[src/lpmc_pkg.sv]
// package: shared constants and types for the low-power mode control ends
package lpmc_pkg;
    // ****************************************************************
    // timing
    // ****************************************************************
    localparam int CLK_MHZ             = 25;
    localparam int WAIT_RESTART_NS     = 10000;  // restart from wait below this
    localparam int REG_STARTUP_NS      = 100000; // regulator start-up bound
    localparam int WAIT_RESTART_CYC    = WAIT_RESTART_NS * CLK_MHZ / 1000;
    localparam int REG_STARTUP_CYC     = (REG_STARTUP_NS * CLK_MHZ + 999) / 1000;
    localparam int SLOW_DIV            = 763;    // 25 MHz / 763 ~ 32.768 kHz tick
    localparam int CLK_RESTORE_CYC     = 2;      // clocks back before core runs
    localparam logic [15:0] WAKE_EN_RST   = 16'h0000;
    localparam logic [3:0]  DEBOUNCE_RST  = 4'hf; // saturated: a line arms only on a transition

    // ****************************************************************
    // power modes
    // ****************************************************************
    typedef enum logic [2:0] {
        PM_RUN     = 3'b000,
        PM_WAIT    = 3'b001,
        PM_SLEEP   = 3'b010,
        PM_BACKUP  = 3'b011,
        PM_REGUP   = 3'b100,
        PM_RESTORE = 3'b101
    } lpmc_mode_t;
endpackage

[src/lpmc_if.sv]
// interface: core/software side joined to the power control side
`timescale 1ns/1ns
interface lpmc_if;
    logic        lowPowerSelect;        // mode select bit held by core side
    logic        waitForEventInstr;     // pulse: core executes wait-for-event
    logic        waitForInterruptInstr; // pulse: core executes wait-for-interrupt
    logic        backupReq;             // pulse: software enters backup
    logic        regDisable;            // level: regulator disabled by software
    logic        fastRcOscEnable;       // level: fast rc oscillator on
    logic        coreClkEn;             // core clock gate
    logic        coreRun;               // core may execute
    logic        coreWake;              // pulse: core resumes
    logic [2:0]  mode;                  // current power mode

    modport ctrl (input lowPowerSelect, waitForEventInstr, waitForInterruptInstr, backupReq, regDisable,
                  fastRcOscEnable, output coreClkEn, coreRun, coreWake, mode);
    modport core (output lowPowerSelect, waitForEventInstr, waitForInterruptInstr, backupReq, regDisable,
                  fastRcOscEnable, input coreClkEn, coreRun, coreWake, mode);
endinterface

[src/lpmc_ctrl_end.sv]
// control end: clock gating, regulator and supply sequencing for low-power modes
`timescale 1ns/1ns
// Operation
// - wait mode stops core, peripheral, memory clocks
// - wait mode keeps all supplies on
// - wait entered by wait-for-event with select 1
// - sixteen wake lines configurable as fast wakes
// - calendar, timer or usb events end wait
// - software selects fast rc, sets bit, waits
// - software polls oscillator enable cleared first
// - restart from wait under ten microseconds
// - sleep stops only the core clock
// - sleep entered by either instruction, select 0
// - sleep wakes by interrupt or event accordingly
// - backup wake re-enables core and sram supplies
// - backup wakes: debounced lines, monitor, alarms
// - backup forces regulator output to ground
// - allow regulator start-up before core release
// - software may disable regulator, not backup
// - supply controller on own slow clock, reset; here a divided system-clock tick and sys_rst
module lpmc_ctrl_end (
    input  wire logic        clock,             // system clock, 25 MHz
    input  wire logic        sys_rst,           // synchronous reset, high
    lpmc_if.ctrl             bus,               // link to core end
    input  wire logic [15:0] fastWakeLines,     // fast wake pins, asynchronous
    input  wire logic [15:0] fastWakeEnable,    // per-line fast wake enable
    input  wire logic [15:0] backupWakeInputs,  // backup wake pins, asynchronous
    input  wire logic [15:0] backupWakeEnable,  // per-line backup wake enable
    input  wire logic [3:0]  debounceTicks,     // slow ticks a line must hold
    input  wire logic        calendarAlarm,     // calendar alarm, asynchronous
    input  wire logic        realtimeTimerAlarm,// timer alarm, asynchronous
    input  wire logic        usbWake,           // usb wake-up, asynchronous
    input  wire logic        supplyMonAlarm,    // supply monitor alarm, asynchronous
    input  wire logic        irqPending,        // interrupt pending, asynchronous
    input  wire logic        eventPending,      // event pending, asynchronous
    output logic             periphClkEn,       // peripheral clock gate
    output logic             memClkEn,          // memory clock gate
    output logic             corePowerEn,       // core supply on
    output logic             sramPowerEn,       // sram supply on
    output logic             regulatorOn,       // regulator in normal mode
    output logic             regulatorOutputGnd // regulator output forced to ground
);
    import lpmc_pkg::*;

    localparam int SYNC_W = 38; // 16 fast lines, 16 backup lines, 6 single sources

    lpmc_mode_t       mode;
    logic             enteredByWfi;
    logic [15:0]      cnt;
    logic [SYNC_W-1:0] syncA;
    logic [SYNC_W-1:0] syncB;
    logic [15:0]      fwSync;
    logic [15:0]      bwSync;
    logic [15:0]      bwPrev;
    logic             calSync, rttSync, usbSync, smSync, irqSync, evtSync;
    logic [9:0]       slowDiv;
    logic             slowTick;
    logic [3:0]       deb [16];
    logic [15:0]      bwHit;
    logic             fastWake;
    logic             backupWake;
    logic             sleepWake;

    // ****************************************************************
    // two-stage synchronisers for every asynchronous input
    // ****************************************************************
    always_ff @(posedge clock) begin
        if (sys_rst) begin
            syncA <= '0;
            syncB <= '0;
        end else begin
            syncA <= {fastWakeLines, backupWakeInputs, calendarAlarm, realtimeTimerAlarm, usbWake,
                      supplyMonAlarm, irqPending, eventPending};
            syncB <= syncA;
        end
    end
    assign fwSync  = syncB[37:22];
    assign bwSync  = syncB[21:6];
    assign calSync = syncB[5];
    assign rttSync = syncB[4];
    assign usbSync = syncB[3];
    assign smSync  = syncB[2];
    assign irqSync = syncB[1];
    assign evtSync = syncB[0];

    // ****************************************************************
    // slow-clock tick for supply controller; shares sys_rst
    // ****************************************************************
    // a divided tick stands in for the 32 kHz clock, keeping one clock domain
    always_ff @(posedge clock) begin
        if (sys_rst) begin
            slowDiv  <= '0;
            slowTick <= 1'b0;
        end else begin
            slowTick <= (slowDiv == 10'(SLOW_DIV - 1));
            slowDiv  <= (slowDiv == 10'(SLOW_DIV - 1)) ? 10'h000 : slowDiv + 10'h001;
        end
    end

    // ****************************************************************
    // backup wake lines: transition then debounce on slow ticks
    // ****************************************************************
    always_ff @(posedge clock) begin
        if (sys_rst) begin
            bwPrev <= '0;
            bwHit  <= '0;
            for (int i = 0; i < 16; i++) begin
                deb[i] <= DEBOUNCE_RST;
            end
        end else begin
            for (int i = 0; i < 16; i++) begin
                bwHit[i] <= 1'b0;
                if (bwSync[i] != bwPrev[i]) begin
                    deb[i] <= 4'h0; // level moved, restart count
                    bwPrev[i] <= bwSync[i];
                end else if (slowTick && deb[i] != 4'hf) begin
                    deb[i] <= deb[i] + 4'h1;
                    bwHit[i] <= (deb[i] == debounceTicks) & backupWakeEnable[i];
                end
            end
        end
    end

    assign fastWake   = |(fwSync & fastWakeEnable) | calSync | rttSync | usbSync;
    assign backupWake = (|bwHit) | smSync | calSync | rttSync;
    assign sleepWake  = enteredByWfi ? irqSync : evtSync;

    // ****************************************************************
    // mode sequencer
    // ****************************************************************
    always_ff @(posedge clock) begin
        if (sys_rst) begin
            mode         <= PM_RUN;
            enteredByWfi <= 1'b0;
            cnt          <= '0;
        end else begin
            case (mode)
                PM_RUN: begin
                    cnt <= '0;
                    if (bus.backupReq) begin
                        mode <= PM_BACKUP;
                    end else if (bus.waitForEventInstr && bus.lowPowerSelect) begin
                        mode <= PM_WAIT; // select sampled with the instruction
                    end else if (bus.waitForEventInstr || bus.waitForInterruptInstr) begin
                        enteredByWfi <= bus.waitForInterruptInstr;
                        mode <= PM_SLEEP;
                    end
                end
                PM_WAIT: begin
                    if (fastWake) begin
                        mode <= PM_RESTORE;
                    end
                end
                PM_SLEEP: begin
                    if (sleepWake) begin
                        mode <= PM_RESTORE;
                    end
                end
                PM_BACKUP: begin
                    if (backupWake) begin
                        mode <= PM_REGUP;
                    end
                end
                PM_REGUP: begin
                    cnt <= cnt + 16'h0001;
                    if (cnt == 16'(REG_STARTUP_CYC - 1)) begin
                        cnt  <= '0;
                        mode <= PM_RESTORE; // regulator settled
                    end
                end
                PM_RESTORE: begin
                    cnt <= cnt + 16'h0001;
                    if (cnt == 16'(CLK_RESTORE_CYC - 1)) begin
                        mode <= PM_RUN; // clocks ran before core release
                    end
                end
                default: mode <= PM_RUN;
            endcase
        end
    end

    // ****************************************************************
    // gates, supplies and regulator from the mode
    // ****************************************************************
    always_ff @(posedge clock) begin
        if (sys_rst) begin
            bus.coreClkEn      <= 1'b1;
            periphClkEn        <= 1'b1;
            memClkEn           <= 1'b1;
            corePowerEn        <= 1'b1;
            sramPowerEn        <= 1'b1;
            regulatorOn        <= 1'b1;
            regulatorOutputGnd <= 1'b0;
            bus.coreRun        <= 1'b1;
            bus.coreWake       <= 1'b0;
        end else begin
            bus.coreClkEn      <= (mode == PM_RUN) || (mode == PM_RESTORE);
            periphClkEn        <= (mode != PM_WAIT) && (mode != PM_BACKUP) && (mode != PM_REGUP);
            memClkEn           <= (mode != PM_WAIT) && (mode != PM_BACKUP) && (mode != PM_REGUP);
            corePowerEn        <= (mode != PM_BACKUP); // kept on in wait and sleep
            sramPowerEn        <= (mode != PM_BACKUP);
            regulatorOn        <= (mode != PM_BACKUP) && !bus.regDisable;
            regulatorOutputGnd <= (mode == PM_BACKUP);
            bus.coreRun        <= (mode == PM_RUN);
            bus.coreWake       <= (mode == PM_RESTORE) && (cnt == 16'(CLK_RESTORE_CYC - 1));
        end
    end

    assign bus.mode = mode;
endmodule

[src/flat_wrapper.sv]
// flat-port wrapper written by rule: the top's interface ports become plain ports
module lpmc_ctrl_end_flat import lpmc_pkg::*;
  (clock, sys_rst, fastWakeLines, fastWakeEnable, backupWakeInputs, backupWakeEnable, debounceTicks, calendarAlarm, realtimeTimerAlarm, usbWake, supplyMonAlarm, irqPending, eventPending, periphClkEn, memClkEn, corePowerEn, sramPowerEn, regulatorOn, regulatorOutputGnd, bus_lowPowerSelect, bus_waitForEventInstr, bus_waitForInterruptInstr, bus_backupReq, bus_regDisable, bus_fastRcOscEnable, bus_coreClkEn, bus_coreRun, bus_coreWake, bus_mode);
  lpmc_if bus_i ();
  input  wire logic clock;
  input  wire logic sys_rst;
  input  wire logic [15:0] fastWakeLines;
  input  wire logic [15:0] fastWakeEnable;
  input  wire logic [15:0] backupWakeInputs;
  input  wire logic [15:0] backupWakeEnable;
  input  wire logic [3:0] debounceTicks;
  input  wire logic calendarAlarm;
  input  wire logic realtimeTimerAlarm;
  input  wire logic usbWake;
  input  wire logic supplyMonAlarm;
  input  wire logic irqPending;
  input  wire logic eventPending;
  output logic periphClkEn;
  output logic memClkEn;
  output logic corePowerEn;
  output logic sramPowerEn;
  output logic regulatorOn;
  output logic regulatorOutputGnd;
  input wire logic [$bits(bus_i.lowPowerSelect)-1:0] bus_lowPowerSelect;
  input wire logic [$bits(bus_i.waitForEventInstr)-1:0] bus_waitForEventInstr;
  input wire logic [$bits(bus_i.waitForInterruptInstr)-1:0] bus_waitForInterruptInstr;
  input wire logic [$bits(bus_i.backupReq)-1:0] bus_backupReq;
  input wire logic [$bits(bus_i.regDisable)-1:0] bus_regDisable;
  input wire logic [$bits(bus_i.fastRcOscEnable)-1:0] bus_fastRcOscEnable;
  output wire logic [$bits(bus_i.coreClkEn)-1:0] bus_coreClkEn;
  output wire logic [$bits(bus_i.coreRun)-1:0] bus_coreRun;
  output wire logic [$bits(bus_i.coreWake)-1:0] bus_coreWake;
  output wire logic [$bits(bus_i.mode)-1:0] bus_mode;
  assign bus_i.lowPowerSelect = bus_lowPowerSelect;
  assign bus_i.waitForEventInstr = bus_waitForEventInstr;
  assign bus_i.waitForInterruptInstr = bus_waitForInterruptInstr;
  assign bus_i.backupReq = bus_backupReq;
  assign bus_i.regDisable = bus_regDisable;
  assign bus_i.fastRcOscEnable = bus_fastRcOscEnable;
  assign bus_coreClkEn = bus_i.coreClkEn;
  assign bus_coreRun = bus_i.coreRun;
  assign bus_coreWake = bus_i.coreWake;
  assign bus_mode = bus_i.mode;
  lpmc_ctrl_end u_core (.clock(clock), .sys_rst(sys_rst), .bus(bus_i), .fastWakeLines(fastWakeLines), .fastWakeEnable(fastWakeEnable), .backupWakeInputs(backupWakeInputs), .backupWakeEnable(backupWakeEnable), .debounceTicks(debounceTicks), .calendarAlarm(calendarAlarm), .realtimeTimerAlarm(realtimeTimerAlarm), .usbWake(usbWake), .supplyMonAlarm(supplyMonAlarm), .irqPending(irqPending), .eventPending(eventPending), .periphClkEn(periphClkEn), .memClkEn(memClkEn), .corePowerEn(corePowerEn), .sramPowerEn(sramPowerEn), .regulatorOn(regulatorOn), .regulatorOutputGnd(regulatorOutputGnd));
endmodule
[config.mk]
export PLATFORM = sky130hd
export DESIGN_NAME = lpmc_ctrl_end_flat
export DESIGN_NICKNAME = d
export VERILOG_FILES = /design/src/lpmc_pkg.sv /design/src/lpmc_if.sv /design/src/lpmc_ctrl_end.sv /design/src/flat_wrapper.sv
export SDC_FILE = /design/constraint.sdc
export NUM_CORES = 1
export LEC_CHECK = 0
export BUFFER_PORTS_ARGS = -buffer_cell sky130_fd_sc_hd__buf_2
export CORE_MARGIN = 4
export CORE_UTILIZATION = 59
export DETAILED_ROUTE_END_ITERATION = 6
export PLACE_DENSITY = 0.82
export REMOVE_ABC_BUFFERS = 1
export SLEW_MARGIN = 15
export SYNTH_ARGS = -nofsm -noshare
export SYNTH_HDL_FRONTEND = slang
export SYNTH_SLANG_ARGS = --single-unit
[constraint.sdc]
create_clock -name clock -period 2.79 [get_ports clock]
set_input_delay 0.4185 -clock clock [delete_from_list [all_inputs] [get_ports clock]]
set_output_delay 0.4185 -clock clock [all_outputs]
set_load 0.005 [all_outputs]
==> metrics.md, run 1 <==
| Metric | Value |
|---|---|
| Vias in the first global route | 6027 |
| Area of the die | 0.01719 mm2 |
| Total track usage | 20.55% |
| Crit Path Category | flip-flop to flip-flop |
| DIE WIDTH | ~130 um |
| Synth area leader | dfxtp_1 |
| Cts repair resizes | 0 |
| Max-cap violation count | 0 |
| Top FF cell, synth | dfxtp_1 |
| Mapped Area | about 0.009 mm2 |
| Worst IR Drop VDD | 433.5 uV |
| P per Cell Area | 688.0 mW/mm2 |
| Post-synth ARST share | 0% |
| Dpl hpwl | 11650 um |
| Final critical-path share of the clock period | around 90% |
| Worst EP arrival | 2.93 ns |
| Fillers | 1068 |
| Crit end category | flip-flop |
| Vert. Die Dim | 131.1 um |
| Antenna violations before repair | 0 |
| RSZ-0062 raised after global routing | false |
| Antenna diodes | 0 |
| Distinct cell type count after synthesis | between 50 and 60 |
| Total number of vias | 6255 |
| Nets@finish | 1047 |
| Largest net degree at the start of global routing | around 110 |
| Overall routed net length | 17700 um |
| Ratio of cells with drive above 1 in the final layout | 14.88% |
| HP Class | primary input to flip-flop |
| DRT iter0 DRCs | slightly below 400 |
| Final worst slack | 0.2721 ns |
| Critical Path Start Type | flip-flop |
| Row count | 44 |
| Synthesized area per cell | 10.43 um2 |
| Max frequency | 397.2 MHz |
| Post-synth top area share | 32.69% |
| Register area share after synthesis | 54.19% |
| Commonest cells after routing, fill and taps aside | dfxtp_1, nor2b_1, xor2_1, buf_2 |
| Tmin final | 2.518 ns |
| Core Box Area | 0.01470 mm2 |
| Place WS | 0.4172 ns |
| CP Max Fanout | 13 |
| CTS tree | yes |
| Antenna-violating nets left | 0 |
| Post-synth EDFFs | 64 |
| DR vias/cell | around 5.5 |
| Clock tree buffer depth | 3 |
| Global-route wire length before repair | 28490 um |
| Final setup fails | 0 |
| Clk_skew | 0.01532 ns |
| Status | complete, no violations |
| Slew margin rel. | 51.12% |
| Pins Over Slew Limit | 0 |
| Leakage dissipation | approximately 3.9 nW |
| WL/cell | about 15 um |
| Root buf cell | clkbuf_16 |
| I/O Pins | 94 |
| Insertion delay to the later sink of the worst-skew pair | 0.50 ns |
| Mapped Cells | about 860 |
| Final hold viol count | 0 |
| Initial Util | 60.82% |
| Postcts setup bufs | 0 |
| Remaining Overflow, GRT | 0 |
| DRC Markers | 0 |
| Area Growth Syn to Fin | 14.71% |
| #FFs+latches synth | between 200 and 250 |
| Clock Sinks | 210 |
| Finished Cell Area | approximately 0.01 mm2 |
| Worst-path clk slew | 0.06 ns |
| TNS Setup | 0 ns |
| Post-CTS Hold Buffers | 0 |
| Port-buffer cells | 92 |
| Most common cell after layout, fill and taps aside | dfxtp_1 |
| Crit path required time | 3.20 ns |
| TritonCTS Buffers | 22 |
| Routability congestion estimate | 0.8038 |
| Worst-margin pin slew | 0.7238 ns |
| H-tree level count | 1 |
| 1st-pass router iterations | 5 |
| Synth warn | 0 |
| Area contributors post-synth | dfxtp_1, edfxtp_1, xor2_1 |
| Dpl cell area | ~0.0096 mm2 |
report_power, final:
group          internal, W  switching (W)
Sequential         0.00332       0.000140
Clock              0.00163        0.00115
Combinational     0.000350       0.000466
Total              0.00530        0.00176
layer usage:
| metal | wire length (um) | vias up | track usage [%] |
|---|---|---|---|
| li1 | - | 3125 | - |
| met5 | 0 | - | 0 |
| met1 | 7731 | 2923 | 27.16 |
| met2 | 8581 | 174 | 34.59 |
| met4 | 310 | 0 | 5.808 |
| met3 | 1081 | 33 | 3.971 |
through the flow:
stage	util, %	cells	hold slack, ns	total power (W)
global route	69.77	1145	0.1076	0.007351
finish	69.77	1145	0.1153	0.007056
CTS	69.77	1145	0.09539	0.007096
floorplan	-	821	0.4138	0.003997
global placement	64.99	1105	0.4162	0.004295
detailed placement	64.99	1105	0.4204	0.004321
cells by family (layout without fill, tap and decap cells):
kind of cell,count (synthesis),count (layout),share of synthesized area [%]
mux,1,1,0.1120
fa+ha+maj,20,20,2.799
xor+xnor,142,142,13.91
simple gates,327,327,19.62
flops,210,210,54.19
buf+inv,51,155,2.337
compound gates,106,106,7.026
flip-flops by register name, indices dropped and copies added (netlist names):
signal                     flops
u_core.deb                    64
u_core.syncA                  38
u_core.syncB                  38
u_core.bwHit                  16
u_core.bwPrev                 16
u_core.cnt                    16
u_core.slowDiv                10
u_core.bus.mode                3
u_core.bus.coreClkEn           1
u_core.bus.coreRun             1
u_core.bus.coreWake            1
u_core.corePowerEn             1
u_core.enteredByWfi            1
u_core.periphClkEn             1
u_core.regulatorOn             1
u_core.regulatorOutputGnd      1
u_core.slowTick                1
cell type report:
class / instances / area [um2] / area share (%)
Multi-Input combinational cell: 596 / 3886 / 37.90
Timing Repair Buffer: 100 / 535.5 / 5.222
Sequential cell: 210 / 4845 / 47.24
Clock buffer: 33 / 654.4 / 6.381
Inverter: 15 / 56.30 / 0.5491
Tap cell: 184 / 230.2 / 2.245
Clock inverter: 7 / 47.55 / 0.4636
synthesized netlist by cell type (all sizes together), types with 15 or more instances:
master  count
edfxtp     64
a21oi      19
xnor2      50
dfxtp     146
inv        15
nor2b      94
nor4       22
nand3      59
clkbuf     28
ha         20
nand2      54
and3       18
nor2       48
o21ai      64
xor2       92
critical path, stage by stage (launching register included):
cell     delay [ns]
dfxtp_1        0.60
nor4b_1        0.57
nand4_1        0.22
o41ai_1        0.65
o21ai_0        0.20
a21oi_1        0.19
worst paths after layout:
check | from | to | slack [ns] | depth (start not counted)
worst min-delay path | bus_regDisable | u_core.regulatorOn$_SDFF_PP1_ | 0.12 | 2
worst min register to register | u_core.syncA[26]$_SDFF_PP0_ | u_core.syncB[26]$_SDFF_PP0_ | 0.43 | 1
worst max register to register | u_core.bus.mode[0]$_SDFFE_PP0P_ | u_core.bus.mode[1]$_SDFFE_PP0P_ | 0.27 | 5
worst max-delay path | u_core.bus.mode[0]$_SDFFE_PP0P_ | u_core.bus.mode[1]$_SDFFE_PP0P_ | 0.27 | 5
Power figures use the tool's default switching activity.
==> run 2, diff against run 1 <==
--- a/config.mk
+++ b/config.mk
@@ -6,6 +6,7 @@
 export NUM_CORES = 1
 export LEC_CHECK = 0
 export BUFFER_PORTS_ARGS = -buffer_cell sky130_fd_sc_hd__buf_2
+export CORE_ASPECT_RATIO = 1.5
 export CORE_MARGIN = 4
 export CORE_UTILIZATION = 59
 export DETAILED_ROUTE_END_ITERATION = 6
==> metrics.md, run 2 (same netlist as run 1, synthesis figures left out) <==
| Metric | Value |
|---|---|
| Status | complete, no violations |
| Commonest cells after routing, fill and taps aside | dfxtp_1, nor2b_1, xor2_1, buf_2 |
| Overall routed net length | about 17000 um |
| DRT iter0 DRCs | between 300 and 400 |
| Final Power | roughly 0.0069 W |
| Core Box Area | 0.01473 mm2 |
| Hold path depth | 2 |
| Row count | 54 |
| 1st-pass router iterations | 5 |
| Remaining Overflow, GRT | 0 |
| Cts repair resizes | 0 |
| Pins Over Slew Limit | 0 |
| Fillers | approximately 1200 |
| Initial Util | 60.69% |
| Top flop regs | u_core.deb (64), u_core.syncA (38), u_core.syncB (38) |
| Area Growth Syn to Fin | 14.39% |
| Post-CTS Hold Buffers | 0 |
| Reg2reg path depth | 5 |
| Max reg flops | 64 |
| Root buf cell | clkbuf_16 |
| Vias in the first global route | 6293 |
| Worst-margin pin slew | between 0.7 and 0.8 ns |
| P per Cell Area | 679.2 mW/mm2 |
| Routability congestion estimate | 0.8639 |
| Worst-path clk slew | 0.06 ns |
| Tmin final | 2.244 ns |
| Crit path required time | 3.14 ns |
| Final worst slack | 0.5456 ns |
| Worst IR Drop VDD | 468.2 uV |
| Antenna diodes | 0 |
| Final setup fails | 0 |
| Place WS | slightly above 0.5 ns |
| DR vias/cell | 5.426 |
| CTS tree | yes |
| Largest net degree at the start of global routing | 116 |
| WL/cell | 14.95 um |
| H-tree level count | 1 |
| Clock Sinks | 210 |
| Vert. Die Dim | 158.8 um |
| Critical Path Start Type | flip-flop |
| Crit Path Category | flip-flop to flip-flop |
| Max frequency | between 400 and 500 MHz |
| Postcts setup bufs | 0 |
| Area of the die | ~0.017 mm2 |
| Crit end category | flip-flop |
| HP Class | primary input to flip-flop |
| Most common cell after layout, fill and taps aside | dfxtp_1 |
| RSZ-0062 raised after global routing | false |
| Finished Cell Area | 0.01023 mm2 |
| Port-buffer cells | 92 |
| TritonCTS Buffers | 20 |
| Antenna-violating nets left | 0 |
| Largest Register | u_core.deb |
| CP cell instances | or4_4 -> nor4_4 -> a41oi_2 -> o31ai_4 -> nor2_1 |
| Insertion delay to the later sink of the worst-skew pair | 0.49 ns |
| Slowest Stage Delay on Critical Path | 0.56 ns |
| DRC Markers | 0 |
| Hold slack final | 0.1193 ns |
| Slew margin rel. | 48.50% |
| Dpl hpwl | approximately 12000 um |
| TNS Setup | 0 ns |
| I/O Pins | 94 |
| Clock tree buffer depth | 3 |
| Leakage dissipation | 3.919 nW |
| Ratio of cells with drive above 1 in the final layout | 14.45% |
| CP max-delay cell | or4_4 |
| Total track usage | 19.88% |
| CP Max Fanout | 12 |
| Global-route wire length before repair | approximately 28000 um |
| Antenna violations before repair | 0 |
| Dpl cell area | about 0.0096 mm2 |
| Nets@finish | between 1000 and 1500 |
| Clk_skew | 0.009363 ns |
| Max-cap violation count | 0 |
| DIE WIDTH | 108.5 um |
| Worst EP arrival | 2.59 ns |
| Final hold viol count | 0 |
| Total number of vias | 6245 |
| Final critical-path share of the clock period | 80.45% |
==> run 2: layout make-up <==
class                      instances  area, um2  share of cell area [%]
sequential                       210       4845                   47.38
multi-input combinational        596       3891                   38.05
clock buffer                      32      618.1                   6.044
timing repair buffer             100      535.5                   5.237
tap                              196      245.2                   2.398
inverter                          15      56.30                  0.5506
clock inverter                     2      35.03                  0.3426
==> run 2: per-layer routing <==
metal	wire (um)	global-route usage (%)
met4	401	6.088
met3	1010	3.249
met5	0	0
met2	9030	36.83
met1	6759	22.91
==> run 2: worst paths after layout <==
check	from	slack, ns	endpoint
worst max-delay path	u_core.cnt[9]$_SDFFE_PP0P_	0.55	u_core.cnt[5]$_SDFFE_PP0P_
worst min-delay path	bus_regDisable	0.12	u_core.regulatorOn$_SDFF_PP1_
worst max register to register	u_core.cnt[9]$_SDFFE_PP0P_	0.55	u_core.cnt[5]$_SDFFE_PP0P_
worst min register to register	u_core.syncA[14]$_SDFF_PP0_	0.44	u_core.syncB[14]$_SDFF_PP0_
==> run 2: where the power goes <==
group | internal (W) | switching [W] | leakage, nW | total (W)
Sequential | 0.00331 | 0.000126 | 1.75 | 0.00344
Combinational | 0.000363 | 0.000464 | 1.85 | 0.000828
Clock | 0.00161 | 0.00107 | 0.319 | 0.00268
==> run 2: per-stage QoR <==
| stage | cells | utilization (%) |
|---|---|---|
| 2_1_floorplan | 821 | - |
| 3_3_place_gp | 1117 | 64.96 |
| 3_5_place_dp | 1117 | 64.96 |
| 4_1_cts | 1151 | 69.39 |
| 5_1_grt | 1151 | 69.43 |
| 6_report | 1151 | 69.43 |
==> run 2: critical path: cells and delay by family, from the launching register on <==
kind,cells,cell delay [ns]
AND/OR/NAND/NOR,3,1.05
AO/OA/AOI/OAI,2,0.70
flip-flops,1,0.36
